==> src/pkg/adccs_pkg.sv <==
// Shared constants for the calibration sequencer: register map, field
// positions, reset values, mode and filter codes, timing figures.
// Assumes a 100 MHz pclk and a 76.8 kHz converter master clock.
package adccs_pkg;
  // Clock rates and derived master-clock prescale
  localparam int PCLK_HZ = 100_000_000;
  localparam int MCLK_HZ = 76_800;
  localparam int MCLK_DIV_DEF = PCLK_HZ / MCLK_HZ;

  // Register byte offsets
  localparam logic [7:0] A_CTRL = 8'h00;
  localparam logic [7:0] A_STAT = 8'h04;
  localparam logic [1:0] BANK_SETUP = 2'h1;
  localparam logic [1:0] BANK_OFFS = 2'h2;
  localparam logic [1:0] BANK_GAIN = 2'h3;

  // Control register fields
  localparam int CT_CH_LSB = 4;
  localparam int CT_RANGE = 8;
  // Status register fields
  localparam int ST_NRDY = 0;
  localparam int ST_REF = 1;
  localparam int ST_BUSY = 2;
  // Setup register fields
  localparam int SF_FM_LSB = 0;
  localparam int SF_FS_LSB = 4;
  localparam int SF_GAIN_LSB = 16;
  localparam int SF_BYP = 19;
  localparam int SETUP_W = 20;

  // Converter-mode calibration codes
  localparam logic [3:0] M_IDLE = 4'h0;
  localparam logic [3:0] M_IOFF = 4'h5;
  localparam logic [3:0] M_IGAIN = 4'h6;
  localparam logic [3:0] M_SOFF = 4'h7;
  localparam logic [3:0] M_SGAIN = 4'h8;

  // Filter-mode codes
  localparam logic [3:0] F_SINC4 = 4'h0;
  localparam logic [3:0] F_SINC4_AVG = 4'h1;
  localparam logic [3:0] F_SINC3 = 4'h2;
  localparam logic [3:0] F_REJ60 = 4'h3;
  localparam logic [3:0] F_SINC3_AVG = 4'h4;
  localparam logic [3:0] F_POST1 = 4'h5;
  localparam logic [3:0] F_POST2 = 4'h6;
  localparam logic [3:0] F_POST3 = 4'h7;
  localparam logic [3:0] F_POST4 = 4'h8;

  // First-conversion length in master-clock cycles (per rate step or fixed)
  localparam int FC_SINC4 = 128;
  localparam int FC_SINC4_AVG = 352;
  localparam int FC_SINC3 = 96;
  localparam int FC_SINC3_AVG = 320;
  localparam int FC_POST1 = 2944;
  localparam int FC_POST2 = 3200;
  localparam int FC_POST3 = 3968;
  localparam int FC_POST4 = 4738;
  localparam logic [10:0] FS_SINC4_MAX = 11'h00a;

  // Calibration passes and reset values
  localparam logic [1:0] IGAIN_PASSES = 2'h3;
  localparam logic [2:0] GAIN_CODE_UNITY = 3'h0;
  localparam logic [23:0] OFFS_RST = 24'h800000;
  localparam logic [23:0] GAIN_FACTORY = 24'h555555;
  localparam logic [19:0] SETUP_RST = 20'h00302;

  typedef enum logic [0:0] {CS_IDLE, CS_RUN} adccs_fsm_e;
endpackage

==> src/hdl/adccs_sync2.sv <==
// Two-flop synchroniser for one level from outside the pclk domain.
// Assumes the input is a slow pin level.
`timescale 1ns/10ps
module adccs_sync2 import adccs_pkg::*; #(
  parameter logic RST_VAL = 1'b1
) (
  input wire logic pclk,
  input wire logic presetn,
  input wire logic din,
  output logic dout
);
  typedef struct packed {
    logic s1;
    logic s2;
  } adccs_sync_s;
  adccs_sync_s q;
  adccs_sync_s d;

  // Shift the level through two stages
  always_comb
  begin
    d = q;
    d.s1 = din;
    d.s2 = q.s1;
  end

  always_ff @(posedge pclk or negedge presetn)
  begin
    if (!presetn)
      q <= {RST_VAL, RST_VAL};
    else
      q <= d;
  end

  assign dout = q.s2;
endmodule

==> src/hdl/adccs_fconv_timer.sv <==
// Times one first conversion of a filter setup in pclk cycles.
// Assumes start is a one-cycle pulse from logic on pclk.
`timescale 1ns/10ps
module adccs_fconv_timer import adccs_pkg::*; #(
  parameter int MCLK_DIV = MCLK_DIV_DEF
) (
  input wire logic pclk,
  input wire logic presetn,
  input wire logic start,
  input wire logic [3:0] filter_mode,
  input wire logic [10:0] rate_sel,
  output logic done
);
  typedef struct packed {
    logic [15:0] pre;
    logic [23:0] ticks;
    logic run;
    logic done;
  } adccs_tmr_s;
  adccs_tmr_s q;
  adccs_tmr_s d;

  if (MCLK_DIV < 1 || MCLK_DIV > 65535)
  begin : g_chk
    $error("MCLK_DIV out of range");
  end

  // Master-clock cycles of one first conversion
  function automatic logic [23:0] first_ticks(input logic [3:0] fm, input logic [10:0] fs);
    logic [10:0] f;
    f = (fs == 11'h000) ? 11'h001 : fs;
    if ((fm == F_SINC4 || fm == F_SINC4_AVG) && f > FS_SINC4_MAX)
      f = FS_SINC4_MAX;
    case (fm)
      F_SINC4: first_ticks = 24'(FC_SINC4 * int'(f));
      F_SINC4_AVG: first_ticks = 24'(FC_SINC4_AVG * int'(f));
      F_SINC3_AVG: first_ticks = 24'(FC_SINC3_AVG * int'(f));
      F_POST1: first_ticks = 24'(FC_POST1);
      F_POST2: first_ticks = 24'(FC_POST2);
      F_POST3: first_ticks = 24'(FC_POST3);
      F_POST4: first_ticks = 24'(FC_POST4);
      default: first_ticks = 24'(FC_SINC3 * int'(f));
    endcase
  endfunction

  // Prescaled countdown of first-conversion length
  always_comb
  begin
    d = q;
    d.done = 1'b0;
    if (start)
    begin
      d.ticks = first_ticks(filter_mode, rate_sel) - 24'h000001;
      d.pre = 16'(MCLK_DIV - 1);
      d.run = 1'b1;
    end
    else if (q.run)
    begin
      if (q.pre == 16'h0000)
      begin
        d.pre = 16'(MCLK_DIV - 1);
        if (q.ticks == 24'h000000)
        begin
          d.run = 1'b0;
          d.done = 1'b1;
        end
        else
          d.ticks = q.ticks - 24'h000001;
      end
      else
        d.pre = q.pre - 16'h0001;
    end
  end

  always_ff @(posedge pclk or negedge presetn)
  begin
    if (!presetn)
      q <= '0;
    else
      q <= d;
  end

  assign done = q.done;
endmodule

==> src/hdl/adccs_top.sv <==
// Calibration sequencer of a sigma-delta converter channel, APB slave.
// Assumes an APB master on pclk, chip select from a pin, and a filter
// datapath that presents the computed coefficient on cal_sample.
//
// The register addresses and the APB register port were left to the implementer.
`timescale 1ns/10ps
// Functional notes
// - Internal gain routes internal full-scale onto amplifier
// - Gain coefficients reset to factory unity values
// - Internal gain refused at unity, amplifier not bypassed
// - Internal gain lasts four first conversions
// - Internal offset shorts positive input to negative
// - Internal offset lasts one first conversion
// - System offset lasts one first conversion
// - System gain lasts one first conversion
// - System span limited to 0.8..2.1 reference/gain; the sequencer does not check the span
// - Setup filter-mode field selects filter type
// - Rate select ignored by post filters
// - Rate select limited per filter type
// - Mode codes 5..8 start the four calibrations
// - Start raises data-ready and not-ready flag
// - Completion commits coefficient, clears flag, idles
module adccs_top import adccs_pkg::*; #(
  parameter int NCH = 8,
  parameter int MCLK_DIV = MCLK_DIV_DEF
) (
  input wire logic pclk,
  input wire logic presetn,
  input wire logic psel,
  input wire logic penable,
  input wire logic pwrite,
  input wire logic [7:0] paddr,
  input wire logic [31:0] pwdata,
  output logic [31:0] prdata,
  output logic pready,
  output logic pslverr,
  input wire logic cs_n,
  input wire logic [23:0] cal_sample,
  output logic drdy,
  output logic route_fullscale,
  output logic short_pos_neg,
  output logic cal_range_double,
  output logic [3:0] filter_type_sel,
  output logic [3:0] active_chan
);
  typedef struct packed {
    adccs_fsm_e st;
    logic [3:0] mode;
    logic [3:0] ch;
    logic [1:0] pass;
    logic not_ready_flag;
    logic drdy;
    logic refused;
    logic range2;
    logic route_fs;
    logic short_in;
    logic [3:0] filt;
    logic pready;
    logic pslverr;
    logic [31:0] prdata;
    logic [NCH-1:0][SETUP_W-1:0] setup;
    logic [NCH-1:0][23:0] offs;
    logic [NCH-1:0][23:0] gain;
  } adccs_top_s;

  if (NCH < 1 || NCH > 16)
  begin : g_chk
    $error("NCH must be 1 to 16");
  end

  // Reset image of the whole state
  function automatic adccs_top_s rst_val();
    adccs_top_s r;
    r = '0;
    r.st = CS_IDLE;
    r.drdy = 1'b1;
    r.setup = {NCH{SETUP_RST}};
    r.offs = {NCH{OFFS_RST}};
    r.gain = {NCH{GAIN_FACTORY}};
    r.filt = SETUP_RST[SF_FM_LSB +: 4];
    return r;
  endfunction
  localparam adccs_top_s RST_S = rst_val();

  // Channel-indexed bank hit, in range
  function automatic logic bank_hit(input logic [7:0] a, input logic [1:0] bank);
    return (a[7:6] == bank) && (int'(a[5:2]) < NCH) && (a[1:0] == 2'h0);
  endfunction

  // Calibration code check
  function automatic logic is_cal(input logic [3:0] m);
    return (m == M_IOFF) || (m == M_IGAIN) || (m == M_SOFF) || (m == M_SGAIN);
  endfunction

  adccs_top_s q;
  adccs_top_s d;
  logic cs_low_n;
  logic t_done;
  logic t_start;
  logic acc;
  logic fin;
  logic wr_ctrl;
  logic bad_cfg;
  logic ch_bad;
  logic go;
  logic last;
  logic [3:0] wch;
  logic [3:0] widx;
  logic [1:0] reps;
  logic [SETUP_W-1:0] wsetup;

  adccs_sync2 #(.RST_VAL(1'b1)) u_cs (
    .pclk(pclk),
    .presetn(presetn),
    .din(cs_n),
    .dout(cs_low_n)
  );

  adccs_fconv_timer #(.MCLK_DIV(MCLK_DIV)) u_tmr (
    .pclk(pclk),
    .presetn(presetn),
    .start(t_start),
    .filter_mode(wsetup[SF_FM_LSB +: 4]),
    .rate_sel(wsetup[SF_FS_LSB +: 11]),
    .done(t_done)
  );

  // APB phase and start decode
  assign acc = psel && penable && !q.pready;
  assign fin = psel && penable && q.pready;
  assign widx = paddr[5:2];
  assign wr_ctrl = fin && pwrite && !q.pslverr && (paddr == A_CTRL);
  assign wch = pwdata[CT_CH_LSB +: 4];
  assign ch_bad = int'(wch) >= NCH;
  assign wsetup = (q.st == CS_IDLE) ? q.setup[ch_bad ? 4'h0 : wch] : q.setup[q.ch];
  assign bad_cfg = (pwdata[3:0] == M_IGAIN) && !ch_bad
    && (wsetup[SF_GAIN_LSB +: 3] == GAIN_CODE_UNITY) && !wsetup[SF_BYP];
  assign go = wr_ctrl && (q.st == CS_IDLE) && is_cal(pwdata[3:0]) && !ch_bad && !bad_cfg;
  assign reps = (q.mode == M_IGAIN) ? IGAIN_PASSES : 2'h0;
  assign last = (q.pass == reps);
  assign t_start = go || ((q.st == CS_RUN) && t_done && !last);

  // Next-state logic of sequencer and register file
  always_comb
  begin
    d = q;
    d.pready = acc;
    if (acc)
    begin
      d.prdata = 32'h00000000;
      d.pslverr = 1'b0;
      if (paddr == A_CTRL)
        d.prdata = {23'h000000, q.range2, q.ch, q.mode};
      else if (paddr == A_STAT)
      begin
        d.prdata[ST_NRDY] = q.not_ready_flag;
        d.prdata[ST_REF] = q.refused;
        d.prdata[ST_BUSY] = (q.st == CS_RUN);
      end
      else if (bank_hit(paddr, BANK_SETUP))
        d.prdata = {12'h000, q.setup[widx]};
      else if (bank_hit(paddr, BANK_OFFS))
      begin
        d.prdata = {8'h00, q.offs[widx]};
        d.pslverr = (q.st == CS_RUN);
      end
      else if (bank_hit(paddr, BANK_GAIN))
      begin
        d.prdata = {8'h00, q.gain[widx]};
        d.pslverr = (q.st == CS_RUN);
      end
      else
        d.pslverr = 1'b1;
    end
    // Register writes at the completing edge
    if (fin && pwrite && !q.pslverr)
    begin
      if (paddr == A_STAT && pwdata[ST_REF])
        d.refused = 1'b0;
      if (paddr == A_CTRL)
        d.range2 = pwdata[CT_RANGE];
      if (bank_hit(paddr, BANK_SETUP))
        d.setup[widx] = pwdata[SETUP_W-1:0] & 20'hf7fff;
      if (bank_hit(paddr, BANK_OFFS))
        d.offs[widx] = pwdata[23:0];
      if (bank_hit(paddr, BANK_GAIN))
        d.gain[widx] = pwdata[23:0];
    end
    // Refused request leaves sticky flag, set wins over clear
    if (wr_ctrl && (q.st == CS_IDLE) && is_cal(pwdata[3:0]) && (ch_bad || bad_cfg))
      d.refused = 1'b1;
    case (q.st)
      CS_IDLE:
      begin
        if (go)
        begin
          d.st = CS_RUN;
          d.mode = pwdata[3:0];
          d.ch = wch;
          d.pass = 2'h0;
          d.not_ready_flag = 1'b1;
          d.drdy = 1'b1;
          d.route_fs = (pwdata[3:0] == M_IGAIN);
          d.short_in = (pwdata[3:0] == M_IOFF);
        end
        else if (q.drdy && !cs_low_n)
          d.drdy = 1'b0;
      end
      CS_RUN:
      begin
        if (t_done)
        begin
          if (last)
          begin
            if (q.mode == M_IOFF || q.mode == M_SOFF)
              d.offs[q.ch] = cal_sample;
            else
              d.gain[q.ch] = cal_sample;
            d.not_ready_flag = 1'b0;
            d.drdy = cs_low_n;
            d.st = CS_IDLE;
            d.mode = M_IDLE;
            d.route_fs = 1'b0;
            d.short_in = 1'b0;
          end
          else
            d.pass = q.pass + 2'h1;
        end
      end
      default:
        d.st = CS_IDLE;
    endcase
    d.filt = d.setup[d.ch][SF_FM_LSB +: 4];
  end

  always_ff @(posedge pclk or negedge presetn)
  begin
    if (!presetn)
      q <= RST_S;
    else
      q <= d;
  end

  // Outputs straight from the state register
  assign prdata = q.prdata;
  assign pready = q.pready;
  assign pslverr = q.pslverr;
  assign drdy = q.drdy;
  assign route_fullscale = q.route_fs;
  assign short_pos_neg = q.short_in;
  assign cal_range_double = q.range2;
  assign filter_type_sel = q.filt;
  assign active_chan = q.ch;

  // Checks on sequencer behaviour
  int unsigned dn_cnt;
  always_ff @(posedge pclk or negedge presetn)
  begin
    if (!presetn)
      dn_cnt <= 0;
    else if (go)
      dn_cnt <= 0;
    else if (t_done)
      dn_cnt <= dn_cnt + 1;
  end

  start_flags_a: assert property (@(posedge pclk) disable iff (!presetn)
    go |=> q.not_ready_flag && q.drdy && (q.st == CS_RUN))
    else $error("start did not raise not-ready and data-ready");
  refuse_unity_a: assert property (@(posedge pclk) disable iff (!presetn)
    (wr_ctrl && q.st == CS_IDLE && bad_cfg) |=> q.refused && (q.st == CS_IDLE))
    else $error("unity gain internal calibration was not refused");
  route_fs_a: assert property (@(posedge pclk) disable iff (!presetn)
    (q.st == CS_RUN) |-> (route_fullscale == (q.mode == M_IGAIN)) && !(route_fullscale && short_pos_neg))
    else $error("full-scale routing wrong during calibration");
  short_in_a: assert property (@(posedge pclk) disable iff (!presetn)
    $rose(short_pos_neg) |-> (q.mode == M_IOFF) ##0 short_pos_neg[*2])
    else $error("input short not held for offset calibration");
  igain_passes_a: assert property (@(posedge pclk) disable iff (!presetn)
    (q.st == CS_RUN && t_done && last && q.mode == M_IGAIN) |-> dn_cnt == 3)
    else $error("internal gain did not take four first conversions");
  one_pass_a: assert property (@(posedge pclk) disable iff (!presetn)
    (q.st == CS_RUN && t_done && q.mode != M_IGAIN) |=> q.st == CS_IDLE)
    else $error("single-pass calibration did not end on first done");
  done_commit_a: assert property (@(posedge pclk) disable iff (!presetn)
    (q.st == CS_RUN && t_done && last && (q.mode == M_SOFF || q.mode == M_IOFF))
    |=> (q.offs[q.ch] == $past(cal_sample)) && !q.not_ready_flag)
    else $error("offset coefficient not committed on completion");
  drdy_low_a: assert property (@(posedge pclk) disable iff (!presetn)
    (q.st == CS_RUN && t_done && last && !cs_low_n) |=> !drdy && (q.st == CS_IDLE))
    else $error("data-ready not low after completion with select low");
  gain_reset_a: assert property (@(posedge pclk)
    $rose(presetn) |-> (q.gain[0] == GAIN_FACTORY))
    else $error("gain coefficient not at factory value after reset");
  filt_sel_a: assert property (@(posedge pclk) disable iff (!presetn)
    (q.st == CS_RUN) |-> filter_type_sel == q.setup[q.ch][SF_FM_LSB +: 4])
    else $error("filter type not taken from channel setup");
  apb_wait_a: assert property (@(posedge pclk) disable iff (!presetn)
    (psel && penable && !pready) |=> pready)
    else $error("APB access not answered after one wait");
  gain_commit_a: assert property (@(posedge pclk) disable iff (!presetn)
    (q.st == CS_RUN && t_done && last && (q.mode == M_IGAIN || q.mode == M_SGAIN))
    |=> (q.gain[q.ch] == $past(cal_sample)) && !q.not_ready_flag)
    else $error("gain coefficient not committed on completion");
  drdy_busy_a: assert property (@(posedge pclk) disable iff (!presetn)
    (q.st == CS_RUN) |-> drdy)
    else $error("data-ready dropped during calibration");
  busy_hold_a: assert property (@(posedge pclk) disable iff (!presetn)
    (q.st == CS_RUN && !t_done) |=> (q.st == CS_RUN) && $stable(q.mode) && $stable(q.ch))
    else $error("calibration disturbed while busy");
  pass_step_a: assert property (@(posedge pclk) disable iff (!presetn)
    (q.st == CS_RUN && t_done && !last) |=> (q.st == CS_RUN) && (q.pass == $past(q.pass) + 2'h1))
    else $error("calibration pass not advanced on first-conversion end");
  flag_clear_a: assert property (@(posedge pclk) disable iff (!presetn)
    $fell(q.not_ready_flag) |-> (q.st == CS_IDLE) && ($past(q.st) == CS_RUN))
    else $error("not-ready cleared outside completion");
  idle_flags_a: assert property (@(posedge pclk) disable iff (!presetn)
    (q.st == CS_IDLE) |-> !q.not_ready_flag && !route_fullscale && !short_pos_neg)
    else $error("idle state shows calibration flags");
  busy_coef_a: assert property (@(posedge pclk) disable iff (!presetn)
    (acc && q.st == CS_RUN && (bank_hit(paddr, BANK_OFFS) || bank_hit(paddr, BANK_GAIN))) |=> pslverr)
    else $error("coefficient access while busy not refused");

  // Main calibration scenarios reached
  igain_cov: cover property (@(posedge pclk) disable iff (!presetn)
    (q.st == CS_RUN && q.mode == M_IGAIN) ##1 (q.st == CS_IDLE));
  soff_cov: cover property (@(posedge pclk) disable iff (!presetn)
    (q.st == CS_RUN && q.mode == M_SOFF) ##1 (q.st == CS_IDLE));
  refuse_cov: cover property (@(posedge pclk) disable iff (!presetn) $rose(q.refused));
  ioff_cov: cover property (@(posedge pclk) disable iff (!presetn)
    (q.st == CS_RUN && q.mode == M_IOFF) ##1 (q.st == CS_IDLE));
  sgain_cov: cover property (@(posedge pclk) disable iff (!presetn)
    (q.st == CS_RUN && q.mode == M_SGAIN) ##1 (q.st == CS_IDLE));
endmodule

==> config.mk <==
export PLATFORM = sky130hd
export DESIGN_NAME = adccs_top
export DESIGN_NICKNAME = d
export VERILOG_FILES = /design/src/pkg/adccs_pkg.sv /design/src/hdl/adccs_sync2.sv /design/src/hdl/adccs_fconv_timer.sv /design/src/hdl/adccs_top.sv
export SDC_FILE = /design/constraint.sdc
export NUM_CORES = 2
export LEC_CHECK = 0
export ABC_AREA = 1
export BUFFER_PORTS_ARGS = -buffer_cell sky130_fd_sc_hd__buf_2
export CORE_ASPECT_RATIO = 1.4
export CORE_UTILIZATION = 32
export CTS_CLUSTER_SIZE = 28
export DETAILED_ROUTE_END_ITERATION = 8
export PLACE_DENSITY = 0.51
export SYNTH_ARGS = -nofsm -noshare
export SYNTH_HDL_FRONTEND = slang
export SYNTH_SLANG_ARGS = --single-unit
==> constraint.sdc <==
create_clock -name pclk -period 5.85 [get_ports pclk]
set_input_delay 0 -clock pclk [delete_from_list [all_inputs] [get_ports pclk]]
set_output_delay 0 -clock pclk [all_outputs]
set_load 0.02 [all_outputs]
==> qor.csv <==
metric,value,unit
Psw,2.75,mW
vias in the first global route,36400,
global route overflow,0,
nets,4923,
routed vias,37300,
CTS H-Tree Depth,3,
CTS buffer count,74,
Total GRT Usage,27.5,%
register area share after synthesis,42.8,%
Antenna Nets Post-Route,0,
"non-filler cells, final",6362,
GPL Wtd Cong,0.919,
final core utilization,36.2,%
most crowded layer after global routing,met2,
Synth cell types,65,
CP Capture Type,flip-flop,
Die ar.,119000,µm²
met2 usage,46.0,%
post-place instance area,39100,µm²
unrepaired setup endpoints after global routing,false,
largest net degree at the start of global routing,126,
CTS tree,yes,
Cells after DPL,6171,
Max Root-Sink Buffers,3,
critical path class,reg2reg,
Final Hold Fails,0,
area grow syn2layout,12.0,%
register bit count reported by yosys,635,
WP data arrival,5.93,ns
Die Y,407,µm
drt wl/cell,26.1,µm
first-pass GRT wire length,245000,µm
Fin Setup TNS,0,ns
filler instances,12500,
GRT met1 Usage,31.5,%
post-route cell area,42100,µm²
post-synthesis cell area,37500,µm²
share of the synthesized area in the top cell type,33.5,%
fmax,0.188,GHz
period utilisation layout,91.1,%
"FFs w/ async S/R, synth",100,%
DRC viols,0,
clock insertion delay at the later pin of the skew report,0.68,ns
reg-to-reg startpoint,active_chan[0]$_DFF_PN0_,
max-cap viol count,0,
hold wc startpoint,cal_sample[9],
largest area contributor in the netlist,dfrtp_1,
number of flops mapped to enable cells by yosys,0,
Starting DRT DRC Count,3327,
final slew viol count,0,
Least-Margin Pin Slew,1.27,ns
"Top cell by count, worst path",nand2_1,
Reg-to-Reg End,u_tmr.q[24]$_DFFE_PN0P_,
slew margin rel.,15.3,%
CORE AREA,116000,µm²
Worst Hold End,q[225]$_DFF_PN0_,
crit path max-delay cell type,fa_1,
"slowest stage delay, CP",0.52,ns
Worst Setup Start Kind,flip-flop,
sw frac,27.4,%
Seq pwr share,44.5,%
ys flop type,dfrtp_1,
share of layout cells above drive strength 1,12.2,%
post-DP HPWL,104000,µm
Setup-failing EPs final,0,
starting density of the core,32.3,%
r2r worst-path depth,36,
post-route setup slack,0.523,ns
Clk pwr share,47.3,%
clk_skew,0.0414,ns
Lkg Pwr,17.6,nW
Worst Hold Class,in2reg,
leading post-synthesis cells by cell area,"dfrtp_1 (34%), a21oi_1 (10%), o21ai_0 (9.7%)",
Detailed Routing Iterations Pass 1,6,
initial antenna violation count,6,
I/O pin count,116,
Avg Inst Size Synth,7.65,µm²
final WL,166000,µm
CP required,6.45,ns
Logic pwr share,8.2,%
Buffers on Ports,99,
dpl ws,0.351,ns
worst reg2reg setup slack,0.52,ns
worst hold path cell count,3,
Clock Sinks,635,
met3 Use GR,4.04,%
YS warnings,0,
Rows,148,
Vias/cell,5.87,
CP max FO,35,
clock-pin slew on the worst setup and hold paths,0.06,ns
CP startpoint,active_chan[0]$_DFF_PN0_,
Final Critical Period,5.33,ns
outcome,"complete, no violations",
maximum VDD drop,0.200,mV
root buffer cell,clkbuf_16,
Die X,291,µm
Int Pwr,7.26,mW
pwr dens,238,nW/µm²
Synth Instances,4905,
-- power by group through the flow --
stage / combinational [mW] / clock [mW] / sequential (mW)
3_5_place_dp: 0.782 / 0 / 4.53
6_report: 0.820 / 4.74 / 4.45
5_1_grt: 0.873 / 4.97 / 4.45
4_1_cts: 0.811 / 4.81 / 4.45
2_1_floorplan: 0.398 / 0 / 4.52
3_3_place_gp: 0.780 / 0 / 4.53
-- synthesized netlist by cell type (all sizes together) (5+ instances only) --
cell     instances
a211oi          51
a21boi           8
a21oi          748
a221oi          41
a22oi           13
a31oi          160
buf            112
clkbuf         346
clkinv           6
dfrtp          503
dfstp          132
fa              11
ha              42
inv            350
mux2i            6
nand2          723
nand3          204
nand3b           5
nand4           24
nor2           356
nor3            30
nor4             8
o2111ai          6
o211ai          99
o21ai          747
o221ai          73
o22ai           26
o31ai            9
or2              5
xor2            32
-- worst max path at each step --
stage                                    to  cells past startpoint
global placement    u_tmr.q[21]$_DFFE_PN0P_                     36
CTS                 u_tmr.q[21]$_DFFE_PN0P_                     36
detailed placement  u_tmr.q[21]$_DFFE_PN0P_                     36
finish              u_tmr.q[24]$_DFFE_PN0P_                     36
floorplan           u_tmr.q[21]$_DFFE_PN0P_                     33
global route        u_tmr.q[21]$_DFFE_PN0P_                     35
-- metrics by stage --
| stage | hold WS [ns] | power [mW] |
|---|---|---|
| floorplan | -0.296 | 4.92 |
| global placement | 0.0738 | 5.31 |
| detailed placement | 0.0683 | 5.31 |
| CTS | 0.000357 | 10.1 |
| global route | 0.0511 | 10.3 |
| finish | 0.0330 | 10.0 |
-- placed cells by master, fill, tap and decap left out, drive strengths merged, types with 5 or more instances in the layout --
| cell type | n |
|---|---|
| a31oi | 160 |
| dlygate4sd3 | 49 |
| o31ai | 9 |
| a21boi | 8 |
| clkinv | 25 |
| nand3b | 5 |
| o2111ai | 6 |
| ha | 42 |
| a211oi | 51 |
| o22ai | 26 |
| o221ai | 73 |
| mux2i | 6 |
| clkbuf | 111 |
| a22oi | 13 |
| fa | 11 |
| conb | 8 |
| nor2 | 356 |
| nand4 | 24 |
| xor2 | 32 |
| o21ai | 747 |
| o211ai | 99 |
| inv | 353 |
| nor3 | 30 |
| a21oi | 748 |
| or2 | 5 |
| dfrtp | 503 |
| nand2 | 723 |
| dfstp | 132 |
| buf | 220 |
| a221oi | 41 |
| nor4 | 8 |
| nand3 | 204 |
-- timing repair --
action	CTS	global route
buffers inserted	0	2
setup endpoints to repair	0	7
hold endpoints to repair	301	0
gates resized for setup	0	12
hold buffers	50	0
-- routing by layer --
layer | vias up | share of wire (%)
met4 | 8 | 8.5
met5 | - | 0.030
met2 | 1539 | 48
met3 | 501 | 6.1
met1 | 18400 | 38
li1 | 16900 | -
-- logic make-up after synthesis --
| logic type | share of synthesized area, % |
|---|---|
| other cells | 0.00999 |
| simple gates | 15.4 |
| mux | 0.160 |
| flops | 42.8 |
| fa+ha+maj | 1.99 |
| compound gates | 29.9 |
| buf+inv | 8.97 |
| xor+xnor | 0.840 |
-- layout make-up --
class	instances	area [µm²]	share of cell area (%)
multi-input cells	3463	18300	43.5
repair buffers	270	2090	4.97
inverters	356	1340	3.20
flip-flops and latches	635	16100	38.2
clock inverters	26	238	0.565
clock buffers	110	2150	5.11
diodes	2	5.00	0.0119
well taps	1500	1880	4.46
-- worst max-delay path: cells and delay by family (launching register included) --
family | cells | cell delay, ns
and+or+nand+nor | 18 | 1.65
adders and majority gates | 3 | 1.17
buffers and inverters | 8 | 0.91
AOI/OAI and AO/OA | 6 | 0.84
DFF | 1 | 0.47
xor gates and xnor gates | 1 | 0.17
Power figures use the tool's default switching activity.
